**src/lpmr_defines.vh**
```
/*
 * Constants for the mode register bank and the Activate decode.
 * Assumes it is included by its bare name from each design file.
 */
`ifndef LPMR_DEFINES_VH
`define LPMR_DEFINES_VH

// Mode register addresses
`define LPMR_ADDR_THERMAL    8'h04
`define LPMR_ADDR_MAKER      8'h05
`define LPMR_ADDR_REV_ONE    8'h06
`define LPMR_ADDR_REV_TWO    8'h07
`define LPMR_ADDR_CONFIG     8'h08
`define LPMR_ADDR_TEST       8'h09
`define LPMR_ADDR_CALIB      8'h0A
`define LPMR_ADDR_BANK_MASK  8'h10
`define LPMR_ADDR_PATTERN_A  8'h20
`define LPMR_ADDR_PATTERN_B  8'h28
`define LPMR_ADDR_SOFT_RESET 8'h3F

// Command codes on rising-edge bits 3:0 (bit 0 first)
`define LPMR_CMD_CFG_WRITE   4'h0
`define LPMR_CMD_CFG_READ    4'h8
`define LPMR_CMD_PRE         4'hB
`define LPMR_ACT_CODE        2'h2

// Thermal status fields
`define LPMR_FLAG_BIT        7
`define LPMR_HOT_BIT         2
`define LPMR_RATE_LOW_LIMIT  3'h0
`define LPMR_RATE_1X         3'h3
`define LPMR_RATE_RESERVED   3'h4
`define LPMR_RATE_DERATE     3'h6
`define LPMR_RATE_HIGH_LIMIT 3'h7
`define LPMR_RATE_RESET      3'h3

// Calibration codes
`define LPMR_CAL_INIT        8'hFF
`define LPMR_CAL_LONG        8'hAB
`define LPMR_CAL_SHORT       8'h56
`define LPMR_CAL_RESET       8'hC3

// Configuration register fields
`define LPMR_CFG_TYPE_S4     2'h0
`define LPMR_CFG_DENSITY_256 4'h2
`define LPMR_CFG_IO_X32      2'h0
`define LPMR_CFG_IO_X16      2'h1

// Bank mask layout and reset
`define LPMR_BANKS           4
`define LPMR_MASK_RESET      4'h0

`endif

```
**src/lpmr_mode_regs.v**
```verilog
/*
 * Mode register bank of a four-bank low-power DDR memory, with the
 * thermal status, identification, calibration, bank mask, pattern
 * and reset registers, plus the Activate decode.
 * A read answers one cycle after its command; calibration starts,
 * the reset request and the Activate strobe are one-cycle pulses.
 * Assumes the command/address halves arrive together, synchronous to
 * clk, and that the thermal sensor code is synchronous as well.
 */
//
// Contract
// - Thermal register reports a read-only 3-bit refresh-rate code.
// - Update flag sets whenever the rate code changed since last read.
// - Reading the thermal register clears the update flag.
// - Update flag is zero after power-up until a change.
// - Rate bit 2 reads one above 85 degrees.
// - Two read-only revision registers at 06H and 07H.
// - Configuration reads type, density and I/O width fields.
// - Calibration write starts init, long, short or impedance reset.
// - Undefined calibration codes are ignored.
// - Calibration pin tied high disables all calibration commands.
// - Bank mask bits 3:0 block self-refresh per bank.
// - Bank mask bits 7:4 are discarded.
// - Mask applies in self-refresh only; auto-refresh covers all.
// - Addresses 20H and 28H return patterns A and B.
// - Any write to 3FH resets the device.
// - Activate is chip select low, bit 0 low, bit 1 high.
// - Registers reached only by mode register read and write.
// - Writes to read-only registers change nothing.
//
`timescale 1ns/100ps
`include "lpmr_defines.vh"

module lpmr_mode_regs #(
	parameter       ROW_W          = 15,
	parameter [7:0] MAKER_ID       = 8'h5A, // Arbitrary value
	parameter [7:0] REVISION_ONE   = 8'h11, // Arbitrary value
	parameter [7:0] REVISION_TWO   = 8'h22, // Arbitrary value
	parameter [1:0] IO_WIDTH_CODE  = `LPMR_CFG_IO_X16,
	parameter [7:0] PATTERN_A      = 8'h55,
	parameter [7:0] PATTERN_B      = 8'h33
) (
	// Clock and reset
	input  wire             clk,
	input  wire             srst,
	// Command/address bus, both halves of one command
	input  wire             cs_n,
	input  wire [9:0]       ca_rise,
	input  wire [9:0]       ca_fall,
	// Environment
	input  wire [2:0]       temp_rate,
	input  wire             cal_pin_tied_high,
	input  wire             self_refresh_on,
	// Mode register read answer
	output reg              rd_valid,
	output reg  [7:0]       rd_data,
	// Calibration starts
	output reg              cal_init_start,
	output reg              cal_long_start,
	output reg              cal_short_start,
	output reg              cal_reset_start,
	// Device reset request
	output reg              soft_reset,
	// Refresh control
	output reg  [3:0]       refresh_bank_en,
	output reg  [3:0]       bank_mask,
	// Thermal status view
	output reg  [7:0]       thermal_status,
	// Activate decode
	output wire             act_strobe,
	output wire [1:0]       act_bank,
	output wire [ROW_W-1:0] act_row,
	output wire [3:0]       bank_active
);

	// Matches a mode register command in the rising half
	function cmd_is;
		input       sel_n;
		input [3:0] code;
		input [3:0] want;
		begin
			cmd_is = !sel_n && (code == want);
		end
	endfunction

	// True for a code that starts a calibration
	function cal_code_ok;
		input [7:0] code;
		begin
			cal_code_ok = (code == `LPMR_CAL_INIT) ||
				(code == `LPMR_CAL_LONG) ||
				(code == `LPMR_CAL_SHORT) ||
				(code == `LPMR_CAL_RESET);
		end
	endfunction

	// Command strobes
	wire       wr_cmd;
	wire       rd_cmd;
	// Address and data fields of the command
	wire [7:0] reg_addr;
	wire [7:0] wr_value;
	// Address hits, shared by the read path and the write targets
	wire       hit_thermal;
	wire       hit_maker;
	wire       hit_rev_one;
	wire       hit_rev_two;
	wire       hit_config;
	wire       hit_calib;
	wire       hit_bank_mask;
	wire       hit_pattern_a;
	wire       hit_pattern_b;
	wire       hit_soft_reset;
	// Qualified events
	wire       thermal_read;
	wire       rate_changed;
	wire       cal_allowed;
	wire       cal_write;
	wire       mask_write;
	wire       reset_write;
	// Fixed and composed read values
	wire [7:0] config_value;
	wire [7:0] status_value;

	// Held thermal state
	reg  [2:0] rate;
	reg        temp_change_flag;
	// Next values of the read answer
	reg  [7:0] next_rd_data;
	reg        next_rd_valid;
	// Next values of the calibration pulses
	reg        next_cal_init;
	reg        next_cal_long;
	reg        next_cal_short;
	reg        next_cal_reset;
	// Next value of the refresh enables
	reg  [3:0] next_refresh_bank_en;

	// Command decode: writes and reads only via the mode register commands
	assign wr_cmd = cmd_is(cs_n, ca_rise[3:0], `LPMR_CMD_CFG_WRITE);
	assign rd_cmd = cmd_is(cs_n, ca_rise[3:0], `LPMR_CMD_CFG_READ);

	// Address is rising bits 9:4 low, falling bits 1:0 high
	assign reg_addr = {ca_fall[1:0], ca_rise[9:4]};

	// Write data sits in falling bits 9:2
	assign wr_value = ca_fall[9:2];

	// Address hits; each compares against one mapped register
	assign hit_thermal    = (reg_addr == `LPMR_ADDR_THERMAL);
	assign hit_maker      = (reg_addr == `LPMR_ADDR_MAKER);
	assign hit_rev_one    = (reg_addr == `LPMR_ADDR_REV_ONE);
	assign hit_rev_two    = (reg_addr == `LPMR_ADDR_REV_TWO);
	assign hit_config     = (reg_addr == `LPMR_ADDR_CONFIG);
	assign hit_calib      = (reg_addr == `LPMR_ADDR_CALIB);
	assign hit_bank_mask  = (reg_addr == `LPMR_ADDR_BANK_MASK);
	assign hit_pattern_a  = (reg_addr == `LPMR_ADDR_PATTERN_A);
	assign hit_pattern_b  = (reg_addr == `LPMR_ADDR_PATTERN_B);
	assign hit_soft_reset = (reg_addr == `LPMR_ADDR_SOFT_RESET);

	// Thermal register read strobe
	assign thermal_read = rd_cmd && hit_thermal;

	// Sensor code differs from the one held
	assign rate_changed = (temp_rate != rate);

	// Calibration needs a resistor on the calibration pin
	assign cal_allowed = !cal_pin_tied_high;

	// Calibration write with a defined code only
	assign cal_write = wr_cmd && hit_calib && cal_allowed &&
		cal_code_ok(wr_value);

	// Bank mask write; read-only addresses never reach a register
	assign mask_write = wr_cmd && hit_bank_mask;

	// Reset register write, whatever the data
	assign reset_write = wr_cmd && hit_soft_reset;

	// Configuration value: width, density, type
	assign config_value = {IO_WIDTH_CODE, `LPMR_CFG_DENSITY_256,
		`LPMR_CFG_TYPE_S4};

	// Thermal status: flag on top, reserved bits zero, code below
	assign status_value = {temp_change_flag, 4'h0, rate};

	// Refresh rate code tracks the sensor
	always @(posedge clk) begin
		if (srst) begin
			rate <= `LPMR_RATE_RESET;
		end else begin
			rate <= temp_rate;
		end
	end

	// Update flag: a change sets it, a thermal read clears it,
	// and a change in the read cycle wins so it is never lost
	always @(posedge clk) begin
		if (srst) begin
			temp_change_flag <= 1'b0;
		end else if (rate_changed) begin
			temp_change_flag <= 1'b1;
		end else if (thermal_read) begin
			temp_change_flag <= 1'b0;
		end
	end

	// Thermal status mirror, one cycle behind the held state
	always @(posedge clk) begin
		if (srst) begin
			thermal_status <= 8'h00;
		end else begin
			thermal_status <= status_value;
		end
	end

	// Read data selection; unmapped and write-only return zero
	always @* begin
		next_rd_data = 8'h00;
		if (hit_thermal) begin
			next_rd_data = status_value;
		end else if (hit_maker) begin
			next_rd_data = MAKER_ID;
		end else if (hit_rev_one) begin
			next_rd_data = REVISION_ONE;
		end else if (hit_rev_two) begin
			next_rd_data = REVISION_TWO;
		end else if (hit_config) begin
			next_rd_data = config_value;
		end else if (hit_pattern_a) begin
			next_rd_data = PATTERN_A;
		end else if (hit_pattern_b) begin
			next_rd_data = PATTERN_B;
		end
	end

	// Answer strobe follows any read command
	always @* begin
		next_rd_valid = rd_cmd;
	end

	// Read answer register, one cycle after the command
	always @(posedge clk) begin
		if (srst) begin
			rd_valid <= 1'b0;
			rd_data  <= 8'h00;
		end else begin
			rd_valid <= next_rd_valid;
			if (next_rd_valid)
				rd_data <= next_rd_data;
		end
	end

	// Calibration selection; at most one start per accepted write
	always @* begin
		next_cal_init  = 1'b0;
		next_cal_long  = 1'b0;
		next_cal_short = 1'b0;
		next_cal_reset = 1'b0;
		if (cal_write) begin
			if (wr_value == `LPMR_CAL_INIT) begin
				next_cal_init = 1'b1;
			end else if (wr_value == `LPMR_CAL_LONG) begin
				next_cal_long = 1'b1;
			end else if (wr_value == `LPMR_CAL_SHORT) begin
				next_cal_short = 1'b1;
			end else begin
				next_cal_reset = 1'b1;
			end
		end
	end

	// Calibration start pulses, one cycle each
	always @(posedge clk) begin
		if (srst) begin
			cal_init_start  <= 1'b0;
			cal_long_start  <= 1'b0;
			cal_short_start <= 1'b0;
			cal_reset_start <= 1'b0;
		end else begin
			cal_init_start  <= next_cal_init;
			cal_long_start  <= next_cal_long;
			cal_short_start <= next_cal_short;
			cal_reset_start <= next_cal_reset;
		end
	end

	// Bank mask keeps the low nibble only
	always @(posedge clk) begin
		if (srst) begin
			bank_mask <= `LPMR_MASK_RESET;
		end else if (mask_write) begin
			bank_mask <= wr_value[3:0];
		end
	end

	// Refresh bank enables: the mask only counts in self-refresh
	always @* begin
		next_refresh_bank_en = 4'hF;
		if (self_refresh_on)
			next_refresh_bank_en = ~bank_mask;
	end

	// Refresh bank enable register; all banks after reset
	always @(posedge clk) begin
		if (srst) begin
			refresh_bank_en <= 4'hF;
		end else begin
			refresh_bank_en <= next_refresh_bank_en;
		end
	end

	// Reset register: any data value triggers it
	always @(posedge clk) begin
		if (srst) begin
			soft_reset <= 1'b0;
		end else begin
			soft_reset <= reset_write;
		end
	end

	// Writes to read-only addresses reach no register: only calibration,
	// bank mask and reset are write targets above.
	// The vendor test register accepts and drops its data.

	// Activate decode and bank tracking
	lpmr_act_track #(
		.ROW_W (ROW_W)
	) u_act (
		.clk         (clk),
		.srst        (srst),
		.cs_n        (cs_n),
		.ca_rise     (ca_rise),
		.ca_fall     (ca_fall),
		.act_strobe  (act_strobe),
		.act_bank    (act_bank),
		.act_row     (act_row),
		.bank_active (bank_active)
	);

endmodule

```
**src/lpmr_act_track.v**
```verilog
/*
 * Activate and Precharge decode with per-bank open tracking.
 * Assumes ca_rise and ca_fall hold the two halves of one command,
 * presented together in the cycle in which chip select is low.
 */
`timescale 1ns/100ps
`include "lpmr_defines.vh"

module lpmr_act_track #(
	parameter ROW_W = 15
) (
	// Clock and reset
	input  wire             clk,
	input  wire             srst,
	// Command/address bus
	input  wire             cs_n,
	input  wire [9:0]       ca_rise,
	input  wire [9:0]       ca_fall,
	// Decoded results
	output reg              act_strobe,
	output reg  [1:0]       act_bank,
	output reg  [ROW_W-1:0] act_row,
	output reg  [3:0]       bank_active
);

	wire act_hit;
	wire pre_hit;
	wire [3:0] bank_sel;

	// Activate is chip select low, bit 0 low, bit 1 high
	assign act_hit = !cs_n && (ca_rise[1:0] == `LPMR_ACT_CODE);
	assign pre_hit = !cs_n && (ca_rise[3:0] == `LPMR_CMD_PRE);
	assign bank_sel = 4'h1 << ca_rise[8:7];

	// Latch the opened bank and row, one-cycle strobe
	always @(posedge clk) begin
		if (srst) begin
			act_strobe <= 1'b0;
			act_bank   <= 2'h0;
			act_row    <= {ROW_W{1'b0}};
		end else begin
			act_strobe <= act_hit;
			if (act_hit) begin
				act_bank <= ca_rise[8:7];
				act_row  <= {ca_rise[6:2], ca_fall};
			end
		end
	end

	// Open on Activate, close on Precharge (bit 4 selects all banks)
	always @(posedge clk) begin
		if (srst) begin
			bank_active <= 4'h0;
		end else if (act_hit) begin
			bank_active <= bank_active | bank_sel;
		end else if (pre_hit) begin
			if (ca_rise[4])
				bank_active <= 4'h0;
			else
				bank_active <= bank_active & ~bank_sel;
		end
	end

endmodule

```
**config.mk**
```make
export PLATFORM = sky130hd
export DESIGN_NAME = lpmr_mode_regs
export DESIGN_NICKNAME = d
export VERILOG_FILES = /design/src/lpmr_mode_regs.v /design/src/lpmr_act_track.v
export VERILOG_INCLUDE_DIRS = /design/src
export SDC_FILE = /design/constraint.sdc
export NUM_CORES = 1
export LEC_CHECK = 0
export ABC_AREA = 1
export BUFFER_PORTS_ARGS = -buffer_cell sky130_fd_sc_hd__buf_4
export CORE_ASPECT_RATIO = 1.25
export CORE_MARGIN = 4
export CORE_UTILIZATION = 56
export CTS_BUF_LIST = sky130_fd_sc_hd__clkbuf_8
export CTS_CLUSTER_DIAMETER = 80
export DETAILED_ROUTE_END_ITERATION = 8
export PLACE_DENSITY = 0.87
export SLEW_MARGIN = 20
export SYNTH_ARGS = -nofsm -noshare
export SYNTH_HDL_FRONTEND = slang
export SYNTH_HIERARCHICAL = 1
export SYNTH_SLANG_ARGS = --single-unit
```
**constraint.sdc**
```tcl
create_clock -name clk -period 1.6 [get_ports clk]
set_input_delay 0.16 -clock clk [delete_from_list [all_inputs] [get_ports clk]]
set_output_delay 0.16 -clock clk [all_outputs]
set_load 0.02 [all_outputs]
```
### Word level (Yosys, flattened, before mapping)

Cells that the tools add are included.

* bitwise logic cells: 6
* mux-type cells: 16
* equality and inequality tests: 18
* reduce and logical (&&, ||, !) cells: 22
* shift-type cells: 1

Operator list (number)
* $mux W7: 5
* $eq A8 B3 Y1 const B: 4
* $eq A8 B6 Y1 const B: 3
* $eq A8 B8 Y1 const B: 3
* $eq A8 B4 Y1 const B: 2
* $mux W4: 3
* $logic_and A1 B1 Y1: 10
* $eq A4 B4 Y1 const B: 2
* $eq A8 B5 Y1 const B: 1
* $eq A8 B7 Y1 const B: 1
* $mux W8: 1
* $not A4 Y4: 2
* $mux W1: 6
* $mux W6: 1
* $and A4 B4 Y4: 1
* $logic_not A4 Y1: 1
* $or A4 B4 Y4: 1
* $reduce_bool A2 Y1: 2
* $reduce_or A2 Y1: 2
* $reduce_or A4 Y1: 1
* $shl A1 B2 Y4 const A: 1
* $logic_or A1 B1 Y1: 3
* $ne A3 B3 Y1: 1
* $reduce_or A3 Y1: 1
* other kinds (3): 5

* bits of input ports: 28
* register bits after elaboration: 56

### Depth between registers and ports, before layout

Gate-level depths: netlist of the first run.

* depth in word-level cells: 8
* gate-level depth with buffers: 8
* depth with buffers taken out: 8

### Hierarchy

Netlist of the first run, hierarchy kept.

Modules (own cells, without submodules)
* lpmr_mode_regs: sequential area each 600.6 µm², times used 1, cells an instance 181, area an instance 1360.1 µm²
* lpmr_act_track: sequential area each 440.4 µm², times used 1, cells an instance 138, area an instance 1026.0 µm²

### Least setup slack after synthesis of the first run

Ideal clock, no wire load.

* kind: input to register
* start: in ca_rise[1]
* end: reg bank_mask[1]
* arrival: 0.884 ns
* library setup time: 0.116 ns
* path slack: 0.600 ns
* buffers on the path: 0
* stages on the path: 6
* cell sequence: nor2_2 nand3_1 nor3_4 inv_1 nor2_1 nor2_1

* word-level cells in the longest chain between the ends: 3

Ends and longest elaborated chain
* start, declared: line lpmr_mode_regs.v:48 `input wire [9:0] ca_rise,`
* $logic_not A4 Y1: line lpmr_mode_regs.v:82 `cmd_is = !sel_n && (code == want);`
* $logic_and A1 B1 Y1: line lpmr_mode_regs.v:82
* $logic_and A1 B1 Y1: line lpmr_mode_regs.v:175 `assign mask_write = wr_cmd && hit_bank_mask;`
* end signal, assigned: line lpmr_mode_regs.v:291 `` bank_mask <= `LPMR_MASK_RESET; ``
* end signal, assigned: line lpmr_mode_regs.v:293 `bank_mask <= wr_value[3:0];`
* end, declared: line lpmr_mode_regs.v:66 `output reg [3:0] bank_mask,`

Every way passes these cells.
A chain may end at the register's enable or synchronous reset.

### Worst setup path after layout of the first run

* start: reg bank_mask[3]
* end: out bank_mask[3]

No word-level cell between the ends.

==> out/metrics.csv, run 1 <==
stage;metric;value;unit
outcome;run_status;completed;
clocking;holdBufCountCts;0;
routing;final_wl;5.518;mm
critical_path;cpMaxStageDelayCell;dfxtp_1;
floorplanning;core-area;0.004099;mm2
sta;clock-skew-final;4.283;ps
floorplanning;design.portCount;80;
layout;nFillCells;353;
routing;post-route-drc-count;0;
layout;final_area;0.003073;mm2
critical_path;cell_family_with_the_largest_share_of_critical_path_delay;flip-flops;
job;timing.max_cap.violations;0;
clocking;cts.reportedPaths.clkPinSlew;100;ps
logic_synthesis;synth_top_area_cell;dfxtp_1;
global_routing;grt_max_degree;20;
place;io_buffers;75;
logic_synthesis;synth-main-ff-cell;dfxtp_1;
logic_synthesis;synth.cell_area;0.002386;mm2
critical_path;crit_path_cell_trace;buf_4;
power_and_ir_drop;cellPowerDensity;845.8;mW/mm2
layout;design.final.nets;424;
critical_path;critical_path_buf_inv_count;1;
power_and_ir_drop;ir_drop;0.7407;mV
clocking;cts.repair.resized;0;
sta;fmax;989.8;MHz
clocking;cts_post_setup_buffers_inserted;0;
global_routing;grt_use_total;21.53;%
sta;slew_violations;0;
routing;drt_pre_antenna_iters;4;
logic_synthesis;synthCells;319;
floorplanning;chipWidth;66.39;um
critical_path;critical_path.max_stage_delay;390;ps
logic_synthesis;number_of_storage_elements_in_the_synthesis_netlist;52;
sta;timing.final.setup_violations;0;
critical_path;worst-endpoint-arrival;850;ps
routing;wl_met3;388;um
power_and_ir_drop;p_leak;1.549;nW
sta;hold_viol;0;
logic_synthesis;number_of_synthesized_flops_with_an_enable_pin;0;
critical_path;setup.worst_path.start_class;flip-flop;
logic_synthesis;synth_warnings;6;
floorplanning;rows;26;
critical_path;worstSetupEndpointType;output port;
clocking;cts_buffers;5;
layout;final_util;74.97;%
clocking;cts_tree;yes;
critical_path;setup.worst_path.class;reg2out;
routing;route.top_layer_used;met4;
logic_synthesis;synth_area_per_cell;7.480;um2
sta;fin_setup_tns;0;ps
logic_synthesis;synth_sequential_area_ratio;43.63;%
routing;detailed_route_wirelength_on_metal2;2.846;mm
routing;drt-wirelength-per-cell;12.18;um
clocking;ctsHtreeMaxLevel;2;
layout;antenna-diode-count;0;
global_routing;grt_pass1_wl;9.121;mm
place;dp.final_hpwl;4.342;mm
routing;drt-initial-drc-count;134;
logic_synthesis;synth.cells.most_frequent;87 x nand2_1, 52 x dfxtp_1, 42 x inv_1, 32 x nor2_1, 15 x nand3_1;
logic_synthesis;synth.most_common_cell;nand2_1;
clocking;cts_buffer_depth;2;
place;globalplace.congestion;0.8968;
routing;routedLengthMet1;2.198;mm
layout;fraction_of_final_layout_cells_sized_beyond_drive_strength_1;31.49;%
routing;vias;2229;
logic_synthesis;synth_area_leaders;dfxtp_1 44%, nand2_1 14%, inv_1 6.6%;
global_routing;grt_remaining_overflow;0;
clocking;cts_sinks;52;
floorplanning;initial_core_util;58.21;%
clocking;clkLatencyLatePin;300;ps
logic_synthesis;synthDistinctLibCells;35;
floorplanning;area_enclosed_by_the_die_boundary;0.005376;mm2
global_routing;vias_in_the_first_global_route;2105;
logic_synthesis;yosys.area.top_type_share;43.63;%
sta;grt_setup_unrepaired;false;
logic_synthesis;async_reset_ff_share;0;%
critical_path;critPathMaxFanout;3;
worst_hold_path;hold_path.class;in2reg;
critical_path;cp.required;1440;ps
sta;min_period_over_period;63.14;%
routing;vias_per_cell;4.921;
clocking;cts_root_buffer;clkbuf_8;
layout;syn_to_final_growth;28.79;%
sta;post-route-min-period;1010;ps
routing;antenna_left;0;
global_routing;antenna_found_initial;0;
floorplanning;chipHeight;80.98;um
place;placed_cell_area;0.002958;mm2
## through the flow
step	total power, mW	std cells	hold slack [ps]	worst slack, ps
floorplan	1.574	322	242.5	600.0
global placement	1.709	445	364.1	357.4
detailed placement	1.717	445	368.3	308.1
CTS	2.621	453	52.43	580.7
global route	2.715	453	53.51	494.2
finish	2.599	453	54.10	589.7
## sequential cells by signal, summed over array words and instances, names as in the netlist
register and count:
cal_long_start 1, soft_reset 1, temp_change_flag 1, u_act/bank_active 4, rate 3, thermal_status 4
cal_short_start 1, rd_valid 1, u_act/act_row 15, bank_mask 4, u_act/act_strobe 1, cal_init_start 1
cal_reset_start 1, u_act/act_bank 2, rd_data 8, refresh_bank_en 4
## path summary, 6_finish.rpt
path	slack, ps	from	cells past startpoint	end
worst max register to register	700	rate[0]	3	temp_change_flag
worst min-delay path	50	temp_rate[0]	2	rate[0]
worst min register to register	420	bank_mask[1]	1	refresh_bank_en[1]
worst max-delay path	590	bank_mask[3]	1	bank_mask[3]
## final cells by class
class | instances | area (um2) | share of cell area [%]
Clock buffer | 5 | 68.82 | 2.239
Clock inverter | 3 | 46.29 | 1.507
Inverter | 44 | 167.7 | 5.456
Multi-Input combinational cell | 216 | 1101 | 35.83
Sequential cell | 52 | 1041 | 33.88
Tap cell | 56 | 70.07 | 2.280
Timing Repair Buffer | 77 | 578.1 | 18.81
## cell usage in the layout, fill, tap and decap left out, drive strengths merged, types with 3 or more instances in the layout
cell / n
inv: 44
nand4: 4
buf: 77
dfxtp: 52
nand2: 99
nand3b: 3
a21oi: 22
or2: 4
xor2: 3
nor3: 9
clkbuf: 5
nor2: 39
nand3: 16
o21ai: 7
conb: 4
## where the power goes
part	internal, mW	leakage [nW]	total, mW	switching (mW)
Clock	0.474	0.0600	0.911	0.437
Combinational	0.135	1.07	0.345	0.210
Sequential	1.33	0.423	1.34	0.0152
Total	1.94	1.55	2.60	0.662
## metal layers
metal | up-vias | global-route usage (%)
met2 | 75 | 38.73
met3 | 9 | 4.564
met5 | - | 0
met1 | 1009 | 24.98
li1 | 1136 | -
met4 | 0 | 7.317
## cells by family (layout without fill, tap and decap cells)
logic type,Yosys count,after routing,synth area share (%)
AOI/OAI and AO/OA,33,33,8.967
xor gates and xnor gates,3,3,1.101
buffers and inverters,54,129,10.70
DFF,52,52,43.63
other,1,4,0.1572
and+or+nand+nor,176,176,35.45
No activity file was read; power rests on OpenSTA's default activity.
==> run 2, diff against run 1 <==
--- a/config.mk
+++ b/config.mk
@@ -10,11 +10,11 @@
 export BUFFER_PORTS_ARGS = -buffer_cell sky130_fd_sc_hd__buf_4
 export CORE_ASPECT_RATIO = 1.25
 export CORE_MARGIN = 4
-export CORE_UTILIZATION = 56
+export CORE_UTILIZATION = 47
 export CTS_BUF_LIST = sky130_fd_sc_hd__clkbuf_8
 export CTS_CLUSTER_DIAMETER = 80
 export DETAILED_ROUTE_END_ITERATION = 8
-export PLACE_DENSITY = 0.87
+export PLACE_DENSITY = 0.78
 export SLEW_MARGIN = 20
 export SYNTH_ARGS = -nofsm -noshare
 export SYNTH_HDL_FRONTEND = slang
==> constraint.sdc (replaced) <==
create_clock -name clk -period 0.8 [get_ports clk]
set_input_delay 0.08 -clock clk [delete_from_list [all_inputs] [get_ports clk]]
set_output_delay 0.08 -clock clk [all_outputs]
set_load 0.02 [all_outputs]
==> run 2 against run 1 <==
The flow now finishes with violations (hold timing, setup timing). Sequential share of layout area fell by 5.2 points. Clock skew up 3.9 ps. Non-clock buffer count rose by 52. Global-route usage is 0.24 points lower. Die area up 17%. Total power rose by 97%. Core utilization grew 4.8 points. Highest routed layer unchanged.
==> out/metrics.csv, run 2 (same netlist as run 1, synthesis figures left out) <==
stage;metric;value;unit;change
clocking;cts.reportedPaths.clkPinSlew;90;ps;about the same
power_and_ir_drop;ir_drop;1.216;mV;+64%
layout;design.final.nets;476;;+12%
routing;drt-wirelength-per-cell;14.01;um;+15%
floorplanning;chipWidth;71.73;um;+8.1%
routing;wl_met3;486;um;+25%
routing;vias;2502;;+12%
clocking;holdBufCountCts;2;;+2
routing;route.top_layer_used;met4;;
place;globalplace.congestion;0.9151;;+2.0%
global_routing;antenna_found_initial;0;;unchanged
routing;final_wl;7.131;mm;+29%
place;io_buffers;75;;unchanged
layout;final_cells;509;;+12%
clocking;clkLatencyLatePin;310;ps;about the same
sta;hold_viol;1;;+1
routing;post-route-drc-count;0;;unchanged
layout;antenna-diode-count;0;;unchanged
worst_hold_path;hold_path.class;in2reg;;
sta;post-route-min-period;869.2;ps;
outcome;failed_checks;hold timing, setup timing;;
layout;registers.top_by_ff_count;u_act/act_row;;
floorplanning;rows;28;;+7.7%
sta;slew_violations;0;;unchanged
clocking;cts_root_buffer;clkbuf_8;;
floorplanning;design.portCount;80;;unchanged
critical_path;worst-endpoint-arrival;790;ps;-60 ps
power_and_ir_drop;p_leak;1.907;nW;+23%
power_and_ir_drop;p_sw;1.397;mW;+110%
global_routing;grt_use_total;21.28;%;-0.24 points
floorplanning;chipHeight;87.66;um;+8.2%
clocking;cts_tree;yes;;
routing;drt-initial-drc-count;114;;-15%
floorplanning;initial_core_util;49.35;%;-8.9 points
sta;min_period_over_period;108.6;%;
sta;fmax;1151;MHz;
sta;grt_setup_unrepaired;true;;
routing;drt_pre_antenna_iters;4;;unchanged
routing;detailed_route_wirelength_on_metal2;3.946;mm;+39%
place;placed_cells_incl_taps;484;;+8.8%
layout;layout.cells.most_common;nand2_1;;
critical_path;cp.required;720;ps;-720 ps
job;timing.max_cap.violations;0;;unchanged
place;dp_worst_setup_slack;-343.9;ps;-652.0 ps
power_and_ir_drop;internal_power_component;3.727;mW;+92%
sta;hold_slack;-23.36;ps;-77.46 ps
critical_path;cpMaxStageDelayCell;dfxtp_2;;
outcome;run_status;finished, violations left;;
layout;largest_registers;u_act/act_row: 15 flops, rd_data: 8 flops;;
layout;most-common-layout-cells;82 x nand2_1, 67 x buf_4, 56 x buf_6, 51 x dfxtp_2, 39 x inv_1;;
layout;fraction_of_final_layout_cells_sized_beyond_drive_strength_1;54.12;%;+23 points
clocking;cts_sinks;52;;unchanged
sta;timing.final.setup_violations;61;;+61
power_and_ir_drop;cellPowerDensity;1328;mW/mm2;+57%
layout;syn_to_final_growth;61.72;%;
critical_path;critical_path_buf_inv_count;1;;unchanged
critical_path;setup.worst_path.class;reg2out;;
sta;clock-skew-final;8.143;ps;+3.860 ps
critical_path;critPathMaxFanout;2;;-1
routing;antenna_left;0;;unchanged
power_and_ir_drop;share_seq_of_total_power;52.8;%;+1.1 points
power_and_ir_drop;clock_power_share;28.6;%;-6.5 points
routing;vias_per_cell;4.916;;-0.10%
clocking;cts_buffers;5;;unchanged
place;dp.final_hpwl;4.750;mm;+9.4%
clocking;ctsHtreeMaxLevel;2;;unchanged
routing;routedLengthMet1;2.598;mm;+18%
power_and_ir_drop;netSwitchingFraction;27.26;%;+1.8 points
global_routing;grt_remaining_overflow;0;;unchanged
floorplanning;core-area;0.004835;mm2;+18%
global_routing;grt_pass1_wl;10.70;mm;+17%
critical_path;setup.worst_path.start_class;flip-flop;;
critical_path;worstSetupEndpointType;output port;;
critical_path;cell_family_with_the_largest_share_of_critical_path_delay;flip-flops;;
sta;setup_slack;-69.17;ps;-658.9 ps
critical_path;crit_path_cell_trace;buf_6;;
clocking;cts_buffer_depth;2;;unchanged
power_and_ir_drop;power.combinational.fraction;18.6;%;+5.3 points
global_routing;grt_max_degree;18;;-10%
global_routing;vias_in_the_first_global_route;2435;;+16%
critical_path;critical_path.max_stage_delay;360;ps;-30 ps
layout;largest_register_ffs;15;;unchanged
floorplanning;area_enclosed_by_the_die_boundary;0.006288;mm2;+17%
==> run 2: power groups by stage <==
stage	sequential [mW]	combinational, mW	clock [mW]
3_5_place_dp	2.75	0.838	0
3_3_place_gp	2.74	0.822	0
2_1_floorplan	2.81	0.348	0
5_1_grt	2.72	1.02	1.63
6_report	2.71	0.953	1.46
4_1_cts	2.70	0.891	1.51
==> run 2: area by class of cell <==
type	instances	area, um2
Timing Repair Buffer	129	1231
Multi-Input combinational cell	216	1187
Sequential cell	52	1105
Fill cell	304	975.9
Inverter	44	171.4
Tap cell	60	75.07
Clock buffer	5	68.82
Clock inverter	3	20.02
==> run 2: what timing repair did <==
action	in CTS	in global routing
setup buffers	7	8
setup endpoints to repair	52	67
pin swaps	11	21
hold endpoints to repair	3	1
gates resized for setup	101	29
cloned	0	0
==> run 2: final timing paths <==
path	start	to	slack, ps	cells past startpoint
worst max-delay path	rd_data[2]	rd_data[2]	-70	1
worst min-delay path	temp_rate[0]	rate[0]	-20	2
worst max register to register	rate[1]	temp_change_flag	-60	3
worst min register to register	rate[2]	thermal_status[2]	470	2
==> run 2: routing by layer <==
layer / up-vias / global-route usage (%)
li1: 1237 / -
met1: 1163 / 23.14
met2: 91 / 39.72
met3: 11 / 4.937
met4: 0 / 8.034
met5: - / 0
==> run 2: per-stage QoR <==
stage	hold slack (ps)	TNS (ps)	area, um2	power (mW)	util, %
after floorplan	162.5	-448.5	2429	3.158	-
after global placement	284.3	-7123	3294	3.566	68.14
after detailed placement	286.3	-8499	3294	3.583	68.14
after CTS	-28.78	-2319	3709	5.106	76.71
after global routing	-28.85	-4345	3859	5.365	79.81
final	-23.36	-2406	3859	5.124	79.81
